### src/logic/pcs_pkg.sv
// Purpose: Constants for program counter, return stack and indirect addressing
// Assumes: One core clock, synchronous active-high reset
// Notes: How it works list below
// How it works
// - Program counter is one 13-bit register.
// - Low counter byte is readable and writable by software.
// - Upper counter bits are never read or written directly; latch feeds them.
// - Any reset clears the whole program counter.
// - Writing the low byte loads upper bits from latch bits 4..0.
// - Jumps and subroutine jumps take top two bits from latch bits 4..3.
// - Return stack holds eight entries of thirteen bits.
// - Stack and its pointer are invisible to software.
// - Subroutine jump or interrupt vectoring pushes the program counter.
// - Subroutine exit, exit with literal, interrupt exit pop the stack.
// - Push and pop leave the upper holding latch untouched.
// - Stack is circular; ninth push overwrites the first.
// - No overflow or underflow status exists.
// - Indirect port has no storage; it reaches the pointed location.
// - Indirect read pointing at the port itself returns zero.
// - Indirect write pointing at the port itself stores nothing.
// - Indirect address is bank select bit above the 8-bit pointer.
// - Bank select set picks banks 2 and 3, clear picks 0 and 1.
package pcs_pkg;
  localparam int PC_W = 13;
  localparam int JUMP_W = 11;
  localparam int DEPTH = 8;
  localparam int SP_W = 3;
  localparam int DATA_W = 8;
  localparam int DADDR_W = 9;
  localparam logic [PC_W-1:0] PC_RESET = 13'h0000;
  localparam logic [SP_W-1:0] SP_RESET = 3'h0;
  localparam logic [DATA_W-1:0] LATCH_RESET = 8'h00;
  localparam logic [DATA_W-1:0] PTR_RESET = 8'h00;
  // Data-space location of the indirect access port (low 7 bits)
  localparam logic [6:0] INDIRECT_PORT_LOC = 7'h00;
  localparam int LATCH_FULL_HI = 4;
  localparam int LATCH_JUMP_LO = 3;
  localparam logic [DATA_W-1:0] ZERO_BYTE = 8'h00;
  typedef enum logic [2:0] {
    PCS_OP_NONE, PCS_OP_STEP, PCS_OP_JUMP, PCS_OP_CALL,
    PCS_OP_RET, PCS_OP_VECTOR, PCS_OP_LOWWR
  } pcs_op_e;
endpackage : pcs_pkg

### src/logic/pcs_core.sv
// Purpose: Program counter, return stack and indirect addressing
// Assumes: Decode logic issues one op per cycle on the same clock
// Notes: Stack pointer has no software view
//
// The implementer's own choices: the address map and strobed register access.
`timescale 1ns/100ps
module pcs_core
  import pcs_pkg::*;
(
  input wire logic clk,
  input wire logic rst,
  input wire pcs_pkg::pcs_op_e op,
  input wire logic [pcs_pkg::JUMP_W-1:0] jumpAddr,
  input wire logic [pcs_pkg::PC_W-1:0] vectorAddr,
  input wire logic [pcs_pkg::DATA_W-1:0] lowByteWrData,
  input wire logic latchWrEn,
  input wire logic [pcs_pkg::DATA_W-1:0] latchWrData,
  input wire logic ptrWrEn,
  input wire logic [pcs_pkg::DATA_W-1:0] ptrWrData,
  input wire logic bankSelWrEn,
  input wire logic bankSelWrData,
  input wire logic indRdEn,
  input wire logic indWrEn,
  input wire logic [pcs_pkg::DATA_W-1:0] indWrData,
  input wire logic [pcs_pkg::DATA_W-1:0] memRdData,
  output logic [pcs_pkg::PC_W-1:0] pc,
  output logic [pcs_pkg::DATA_W-1:0] pcLowByte,
  output logic [pcs_pkg::DATA_W-1:0] latchRd,
  output logic [pcs_pkg::DATA_W-1:0] ptrRd,
  output logic [pcs_pkg::DADDR_W-1:0] memAddr,
  output logic memRdEn,
  output logic memWrEn,
  output logic [pcs_pkg::DATA_W-1:0] memWrData,
  output logic [pcs_pkg::DATA_W-1:0] indRdData
);
  // ------------------------------------------------------------
  // Registers
  // ------------------------------------------------------------
  logic [PC_W-1:0] pc_q, pc_d;
  logic [DATA_W-1:0] latch_q, latch_d;
  logic [DATA_W-1:0] ptr_q, ptr_d;
  logic bank_q, bank_d;
  logic [SP_W-1:0] sp_q, sp_d;
  logic [DADDR_W-1:0] memAddr_q, memAddr_d;
  logic memRdEn_q, memRdEn_d, memWrEn_q, memWrEn_d;
  logic [DATA_W-1:0] memWrData_q, memWrData_d;
  logic [DATA_W-1:0] indRd_q, indRd_d;
  logic pendRd_q, pendRd_d, pendSelf_q, pendSelf_d;
  logic [PC_W-1:0] stackQ [DEPTH];
  logic [DEPTH-1:0] entryWr;
  logic [PC_W-1:0] pushVal;
  logic [SP_W-1:0] popIdx;
  logic [DADDR_W-1:0] effAddr;
  logic selfRef;
  logic [DATA_W-1:0] indRdMux;

  // ------------------------------------------------------------
  // Return stack storage
  // ------------------------------------------------------------
  for (genvar i = 0; i < DEPTH; i++) begin : gEntry
    pcs_stack_entry #(.W(PC_W)) uEntry (
      .clk(clk),
      .rst(rst),
      .wrEn(entryWr[i]),
      .wrData(pushVal),
      .q(stackQ[i])
    );
  end

  // ------------------------------------------------------------
  // Indirect addressing
  // ------------------------------------------------------------
  pcs_indirect uInd (
    .bankSel(bank_q),
    .pointer(ptr_q),
    .memRdData(memRdData),
    .effAddr(effAddr),
    .selfRef(selfRef),
    .rdData(indRdMux)
  );

  // ------------------------------------------------------------
  // Program counter and stack control
  // ------------------------------------------------------------
  always_comb begin
    pc_d = pc_q;
    sp_d = sp_q;
    entryWr = '0;
    pushVal = pc_q;
    popIdx = sp_q - 3'h1;
    case (op)
      PCS_OP_STEP: begin
        pc_d = pc_q + 13'h0001;
      end
      PCS_OP_JUMP: begin
        pc_d = {latch_q[LATCH_FULL_HI:LATCH_JUMP_LO], jumpAddr};
      end
      PCS_OP_CALL: begin
        entryWr[sp_q] = 1'b1;
        sp_d = sp_q + 3'h1;
        pc_d = {latch_q[LATCH_FULL_HI:LATCH_JUMP_LO], jumpAddr};
      end
      PCS_OP_VECTOR: begin
        entryWr[sp_q] = 1'b1;
        sp_d = sp_q + 3'h1;
        pc_d = vectorAddr;
      end
      PCS_OP_RET: begin
        pc_d = stackQ[popIdx];
        sp_d = popIdx;
      end
      PCS_OP_LOWWR: begin
        pc_d = {latch_q[LATCH_FULL_HI:0], lowByteWrData};
      end
      default: begin
        pc_d = pc_q;
      end
    endcase
  end

  // Latch and pointer only change on their own writes
  always_comb begin
    latch_d = latchWrEn ? latchWrData : latch_q;
    ptr_d = ptrWrEn ? ptrWrData : ptr_q;
    bank_d = bankSelWrEn ? bankSelWrData : bank_q;
  end

  // ------------------------------------------------------------
  // Indirect access requests
  // ------------------------------------------------------------
  always_comb begin
    memAddr_d = effAddr;
    memRdEn_d = indRdEn & ~selfRef;
    memWrEn_d = indWrEn & ~selfRef;
    memWrData_d = indWrData;
    pendRd_d = indRdEn;
    pendSelf_d = selfRef;
    indRd_d = indRd_q;
    if (pendRd_q) begin
      indRd_d = pendSelf_q ? ZERO_BYTE : memRdData;
    end
  end

  always_ff @(posedge clk) begin
    if (rst) begin
      pc_q <= PC_RESET;
      sp_q <= SP_RESET;
      latch_q <= LATCH_RESET;
      ptr_q <= PTR_RESET;
      bank_q <= 1'b0;
      memAddr_q <= '0;
      memRdEn_q <= 1'b0;
      memWrEn_q <= 1'b0;
      memWrData_q <= '0;
      indRd_q <= '0;
      pendRd_q <= 1'b0;
      pendSelf_q <= 1'b0;
    end else begin
      pc_q <= pc_d;
      sp_q <= sp_d;
      latch_q <= latch_d;
      ptr_q <= ptr_d;
      bank_q <= bank_d;
      memAddr_q <= memAddr_d;
      memRdEn_q <= memRdEn_d;
      memWrEn_q <= memWrEn_d;
      memWrData_q <= memWrData_d;
      indRd_q <= indRd_d;
      pendRd_q <= pendRd_d;
      pendSelf_q <= pendSelf_d;
    end
  end

  // ------------------------------------------------------------
  // Outputs
  // ------------------------------------------------------------
  assign pc = pc_q;
  assign pcLowByte = pc_q[DATA_W-1:0];
  assign latchRd = latch_q;
  assign ptrRd = ptr_q;
  assign memAddr = memAddr_q;
  assign memRdEn = memRdEn_q;
  assign memWrEn = memWrEn_q;
  assign memWrData = memWrData_q;
  assign indRdData = indRd_q;
endmodule : pcs_core

### src/logic/pcs_stack_entry.sv
// Purpose: One 13-bit return-stack entry
// Assumes: Write enable from the stack control
// Notes: None
`timescale 1ns/100ps
module pcs_stack_entry #(
  parameter int W = 13
) (
  input wire logic clk,
  input wire logic rst,
  input wire logic wrEn,
  input wire logic [W-1:0] wrData,
  output logic [W-1:0] q
);
  logic [W-1:0] entry_d;
  logic [W-1:0] entry_q;
  always_comb begin
    entry_d = entry_q;
    if (wrEn) begin
      entry_d = wrData;
    end
  end
  always_ff @(posedge clk) begin
    if (rst) begin
      entry_q <= '0;
    end else begin
      entry_q <= entry_d;
    end
  end
  assign q = entry_q;
endmodule : pcs_stack_entry

### src/logic/pcs_indirect.sv
// Purpose: Indirect address formation and self-reference guard
// Assumes: Pointer and bank select registered in the top
// Notes: Pure combinational
`timescale 1ns/100ps
module pcs_indirect
  import pcs_pkg::*;
(
  input wire logic bankSel,
  input wire logic [DATA_W-1:0] pointer,
  input wire logic [DATA_W-1:0] memRdData,
  output logic [DADDR_W-1:0] effAddr,
  output logic selfRef,
  output logic [DATA_W-1:0] rdData
);
  always_comb begin
    effAddr = {bankSel, pointer};
    selfRef = (pointer[6:0] == INDIRECT_PORT_LOC);
    rdData = selfRef ? ZERO_BYTE : memRdData;
  end
endmodule : pcs_indirect

### config.mk
export PLATFORM = sky130hd
export DESIGN_NAME = pcs_core
export DESIGN_NICKNAME = d
export VERILOG_FILES = /design/src/logic/pcs_pkg.sv /design/src/logic/pcs_core.sv /design/src/logic/pcs_stack_entry.sv /design/src/logic/pcs_indirect.sv
export SDC_FILE = /design/constraint.sdc
export NUM_CORES = 1
export LEC_CHECK = 0
export BUFFER_PORTS_ARGS = -buffer_cell sky130_fd_sc_hd__buf_2
export CORE_MARGIN = 8
export CORE_UTILIZATION = 49
export DETAILED_ROUTE_END_ITERATION = 8
export GPL_ROUTABILITY_DRIVEN = 0
export PLACE_DENSITY = 0.72
export SLEW_MARGIN = 40
export SYNTH_ARGS = -nofsm -noshare
export SYNTH_HDL_FRONTEND = slang
export SYNTH_SLANG_ARGS = --single-unit
### constraint.sdc
create_clock -name clk -period 2.45 [get_ports clk]
set_input_delay 0 -clock clk [delete_from_list [all_inputs] [get_ports clk]]
set_output_delay 0 -clock clk [all_outputs]
set_load 0.05 [all_outputs]
* Yosys cells after proc, flatten, opt, wreduce, memory -nomap -nowiden
Cells that the tools add are included.
** Operators by class
- Add/subtract/negate cells :: 3
- $lt $le $gt $ge :: 3
- Equal/unequal tests :: 6
- Multiplexer cells :: 9
- Bitwise logic cells :: 4
- Reductions and logical operators :: 6
** Operator list (number)
- one-hot mux 13 bit (5 select lines) :: 1
- binary-select mux 13 bit (select 3 bit) :: 1
- two-way mux 13 bit :: 2
- two-way mux 8 bit :: 2
- adder 13 x 1 -> 13 bit, second input constant :: 1
- == test 3 bit, second input constant :: 3
- zero test 7 bit :: 1
- == test 3 x 2 -> 1 bit, second input constant :: 2
- one-hot mux 3 bit (2 select lines) :: 1
- nonzero test 5 bit :: 1
- >= comparator 4 bit, second input constant :: 1
- less-than comparator 3 x 4 -> 1 bit, second input constant :: 1
- inverter 3 -> 4 bit :: 1
- OR reduction 2 bit :: 2
- adder 3 x 1 -> 3 bit, second input constant :: 1
- demux 1 bit (select 3 bit) :: 1
- == test 3 x 1 -> 1 bit, second input constant :: 1
- >= comparator 3 x 1 -> 1 bit, second input constant :: 1
- subtractor 3 x 1 -> 3 bit, second input constant :: 1
- AND 1 bit :: 2
- nonzero test 2 bit :: 1
- logical AND 1 bit :: 1
- two-way mux 1 bit :: 1
- inverter 1 bit :: 1
** Storage, ports and cells
- Register bits :: 166
- Input bits :: 75
- Output and inout port bits :: 64

* Longest topological paths before layout
- Depth after elaboration :: 6
- Gate-level depth with buffers :: 8

* Hierarchy
A second synthesis with hierarchy kept.
** Second synthesis, totals
- Cell total of the unflattened synthesis :: 744
- Area total of the unflattened synthesis :: 7689.9 µm²
** By module, submodules not included
- pcs_stack_entry :: instances 8, cells each 42, area each 474.2 µm², sequential area each 260.2 µm²
- pcs_core :: instances 1, cells each 388, area each 3731.1 µm², sequential area each 1241.2 µm²
- pcs_indirect :: instances 1, cells each 20, area each 165.2 µm², sequential area each 0.0 µm²

* Worst setup path before layout
Ideal clock, no wire load.
- Kind :: register -> register
- Start :: reg sp_q[0]
- End :: reg pc_q[10], in the netlist pc[10]
- Library setup time :: 133 ps
- Arrival :: 2107 ps
- Required time :: 2317 ps
- Setup slack :: 210 ps
- Stages on the path, launching flop included :: 9
- Path through :: dfxtp_1 buf_6 inv_1 ha_1 buf_2 clkbuf_1 mux4_2 a22oi_1 a311oi_1
** On the way
- Cells in the longest elaborated chain, start to end :: 6
** Ends and longest elaborated chain
- start: declaration :: RTL line pcs_core.sv:43 : logic [SP_W-1:0] sp_q, sp_d;
- start signal: assignment :: RTL line pcs_core.sv:160 : sp_q <= sp_d;
- subtractor 3 x 1 -> 3 bit :: RTL line pcs_core.sv:90 : popIdx = sp_q - 3'h1;
- inverter 3 -> 4 bit (implied by the code) :: RTL line pcs_core.sv:109 : pc_d = stackQ[popIdx];
- binary-select mux 13 bit (select 3 bit) :: RTL line pcs_core.sv:109
- two-way mux 13 bit (implied by the code) (2 in series) :: RTL line pcs_core.sv:109
- one-hot mux 13 bit (5 select lines) :: RTL line pcs_core.sv:91 : case (op)
- end signal: assignment :: RTL line pcs_core.sv:159 : pc_q <= pc_d;
- end: declaration :: RTL line pcs_core.sv:39 : logic [PC_W-1:0] pc_q, pc_d;
No other way between the ends. The select of a mux whose other input is x is not followed.
A chain may end at the register's enable or synchronous reset.

* Worst setup path in the final report
- Start :: reg sp_q[1]
- End :: reg pc_q[12], in the netlist pc[12]
Same word-level chain as after synthesis.

==> out/metrics.yaml <==
die_w_um: 138
grt_max_degree: 92
dieHeight_um: 138
switchingPower_mw: 2.04
io_buffers: 138
cap_violations: 0
dp.cells: 1064
comb_power_share_pct: 17.3
clk_pin_slew_ns: 0.07
criticalPathCategory: "register to register"
worstPathArrival_ns: 2.56
synthToLayoutAreaGrowth_pct: 25.3
core_mm2: 0.0146
dr.pass1.iters: 7
required_ns: 2.77
yosys_most_used_dff: "dfxtp_1"
cts_max_path_buffers: 2
tightestPinTransition_ns: 0.759
cts_tree: "yes"
path_cells: "inv_1 -> ha_1 -> buf_4 -> mux4_2 -> a22oi_1 -> nand4_1 -> a22o_1"
status: "complete, no violations"
clock_latency_ns: 0.43
async_reset_ff_share_pct: 0
nets: 1024
drc_errors: 0
tns_ns: 0
h-tree-depth: 4
track_usage_pct: 21.2
reg2reg_from: "sp_q[1]"
avgRoutedWirePerCell_um: 18.3
avgSynthCellArea_um2: 9.25
holdPathEnd: "latchRd[0]"
hold_class: "primary input to register"
synth_edf_count: 0
switching_share_pct: 30.6
cts_sinks: 166
synth_seq_cells: 166
grt-ovfl-total: 0
critPathBufInv: 2
power_density_mw_per_mm2: 725
cpMaxStageDelayCell: "dfxtp_1"
hold_slack_ns: 0.0117
synth_cell_types: 50
stdcell_count: 1143
clkPwrFrac_pct: 39.9
syn_inst: 795
r2r_slack_ns: 0.22
hold_viol_final: 0
power_frac_seq_pct: 42.8
critPathTopFamily: "compound AO/OA/AOI/OAI gates"
period_share_pct: 91.2
slew_viol_final: 0
synth_fp_nets: 873
r2r-end: "pc[12]"
vias: 6396
ys_seq_area_share_pct: 45.2
rr_worst_depth: 7
die-area_mm2: 0.0192
wirelength_um: 20900
dp_hpwl_um: 14100
finClkSkew_ns: 0.0124
antenna_found_initial: 0
start_util_pct: 50.4
antenna_cells: 0
whs_path_depth: 3
drtIter0Drc: 524
cp_slowest_stage_delay_ns: 0.49
drive_gt1_share_pct: 24.5
grt_pass1_wl_um: 33500
vias_per_cell: 5.60
startpoint_type: "register"
intPower_mw: 4.63
rows: 44
yosys_warnings: 0
p_leak_nw: 3.95
slew_headroom_pct: 48.9
ioPinCount: 139
period_minus_slack_ns: 2.23
critical_path.startpoint: "sp_q[1]"
setup_viol: 0
post_cts_buffers: 0
rsz0062_at_grt: "no"
ir_worst_vdd_uv: 514
min_from: "latchWrEn"
crit_cells: 7
postRouteAntennaNets: 0
end_kind: "register"
syn_area_mm2: 0.00735
cts-buffers-inserted: 17
grt_pass1_vias: 6112
cts_root_buf: "clkbuf_16"
cp_max_fo: 15
max_freq_mhz: 447
-- logic make-up (layout without fill, tap and decap cells) --
| family | count (synthesis) | count (layout) | share of synthesized area [%] |
|---|---|---|---|
| AND/OR/NAND/NOR | 299 | 299 | 18.8 |
| flip-flops | 166 | 166 | 45.2 |
| AO/OA/AOI/OAI | 131 | 131 | 10.9 |
| multiplexers | 96 | 96 | 17.5 |
| buffers and inverters | 87 | 251 | 5.51 |
| XOR/XNOR | 13 | 13 | 1.65 |
| adder cells (fa/ha/maj) | 3 | 3 | 0.511 |
-- worst max-delay path by stage --
stage | slack (ns) | end
after floorplan | 0.21 | pc[10]
after global placement | 0.41 | pc[12]
after detailed placement | 0.28 | pc[12]
after CTS | 0.27 | pc[12]
after global routing | 0.14 | pc[5]
final | 0.22 | pc[12]
-- synth_stat cells, types with 2 or more instances --
library cell | count | share of area [%]
dfxtp_1 | 166 | 45
nor2_1 | 99 | 5.1
nand2_1 | 83 | 4.2
a21oi_1 | 73 | 5.0
mux2i_1 | 70 | 9.5
nand3_1 | 59 | 4.0
clkbuf_1 | 55 | 2.8
nor2b_1 | 30 | 2.6
mux4_2 | 26 | 8.0
buf_4 | 13 | 1.3
o21ai_0 | 13 | 0.89
buf_2 | 12 | 0.82
a22oi_1 | 11 | 1.1
o22a_1 | 10 | 1.2
a311oi_1 | 9 | 1.1
xnor2_1 | 9 | 1.1
a31oi_1 | 3 | 0.26
and3_1 | 3 | 0.26
ha_1 | 3 | 0.51
inv_1 | 3 | 0.15
nand2b_1 | 3 | 0.26
nand4_1 | 3 | 0.26
nor3_1 | 3 | 0.20
xor2_1 | 3 | 0.36
a22o_1 | 2 | 0.24
and2_1 | 2 | 0.17
and4_1 | 2 | 0.24
buf_1 | 2 | 0.10
buf_6 | 2 | 0.31
nor4_1 | 2 | 0.17
o211ai_1 | 2 | 0.20
-- through the flow --
step / worst slack (ns) / power [mW] / cell area (um^2) / util, %
after floorplan: 0.210 / 3.68 / 7350 / -
after global placement: 0.407 / 3.97 / 8150 / 55.9
after detailed placement: 0.284 / 3.99 / 8150 / 55.9
after CTS: 0.273 / 6.68 / 9210 / 63.1
after global routing: 0.144 / 6.90 / 9210 / 63.1
final: 0.215 / 6.68 / 9210 / 63.1
-- area by class of cell --
cell class,instances,area [um^2]
inverter,3,11.3
multi-input combinational,542,3620
fill,1145,5380
tap,184,230
clock buffer,17,425
clock inverter,15,160
timing repair buffer,216,1430
sequential,166,3320
-- state kept, by name, summed over array words and instances, names as in the netlist, 3 cells and up --
| name | flops |
|---|---|
| gEntry.uEntry.q | 104 |
| pc | 13 |
| memAddr | 9 |
| indRdData | 8 |
| latchRd | 8 |
| memWrData | 8 |
| ptrRd | 8 |
| sp_q | 3 |
-- tightest hold or removal path, stage by stage --
cell and delay, ns:
buf_2 0.19, mux2i_1 0.15, nor2_1 0.07
-- cell usage in the layout, fill, tap and decap left out, types with 11 or more instances in the layout --
master	n
clkbuf_16	17
dfxtp_1	165
dlygate4sd3_1	47
a21oi_1	73
o21ai_0	13
mux2i_1	70
a22oi_1	11
nand2_1	83
mux4_2	26
buf_2	137
buf_4	29
nand3_1	59
nor2b_1	30
nor2_1	99
-- routing by layer --
layer	share of wire [%]	vias up	GRT usage, %
met1	44	3068	26.7
met5	0	-	0
met4	1.3	0	6.12
met2	48	245	35.3
met3	6.8	26	5.14
li1	-	3057	-
-- power groups by stage --
stage,logic (mW),clock network (mW),registers (mW)
after floorplan,0.588,0,3.09
after global placement,1.06,0,2.91
after detailed placement,1.07,0,2.91
after CTS,1.14,2.69,2.85
after global routing,1.22,2.81,2.87
final,1.15,2.67,2.86
-- timing repair --
action,4_1_cts,5_1_grt
endpoints found under the hold margin,54,0
hold buffers,47,0
gates resized for setup,0,0
No activity file was read; power rests on OpenSTA's default activity.
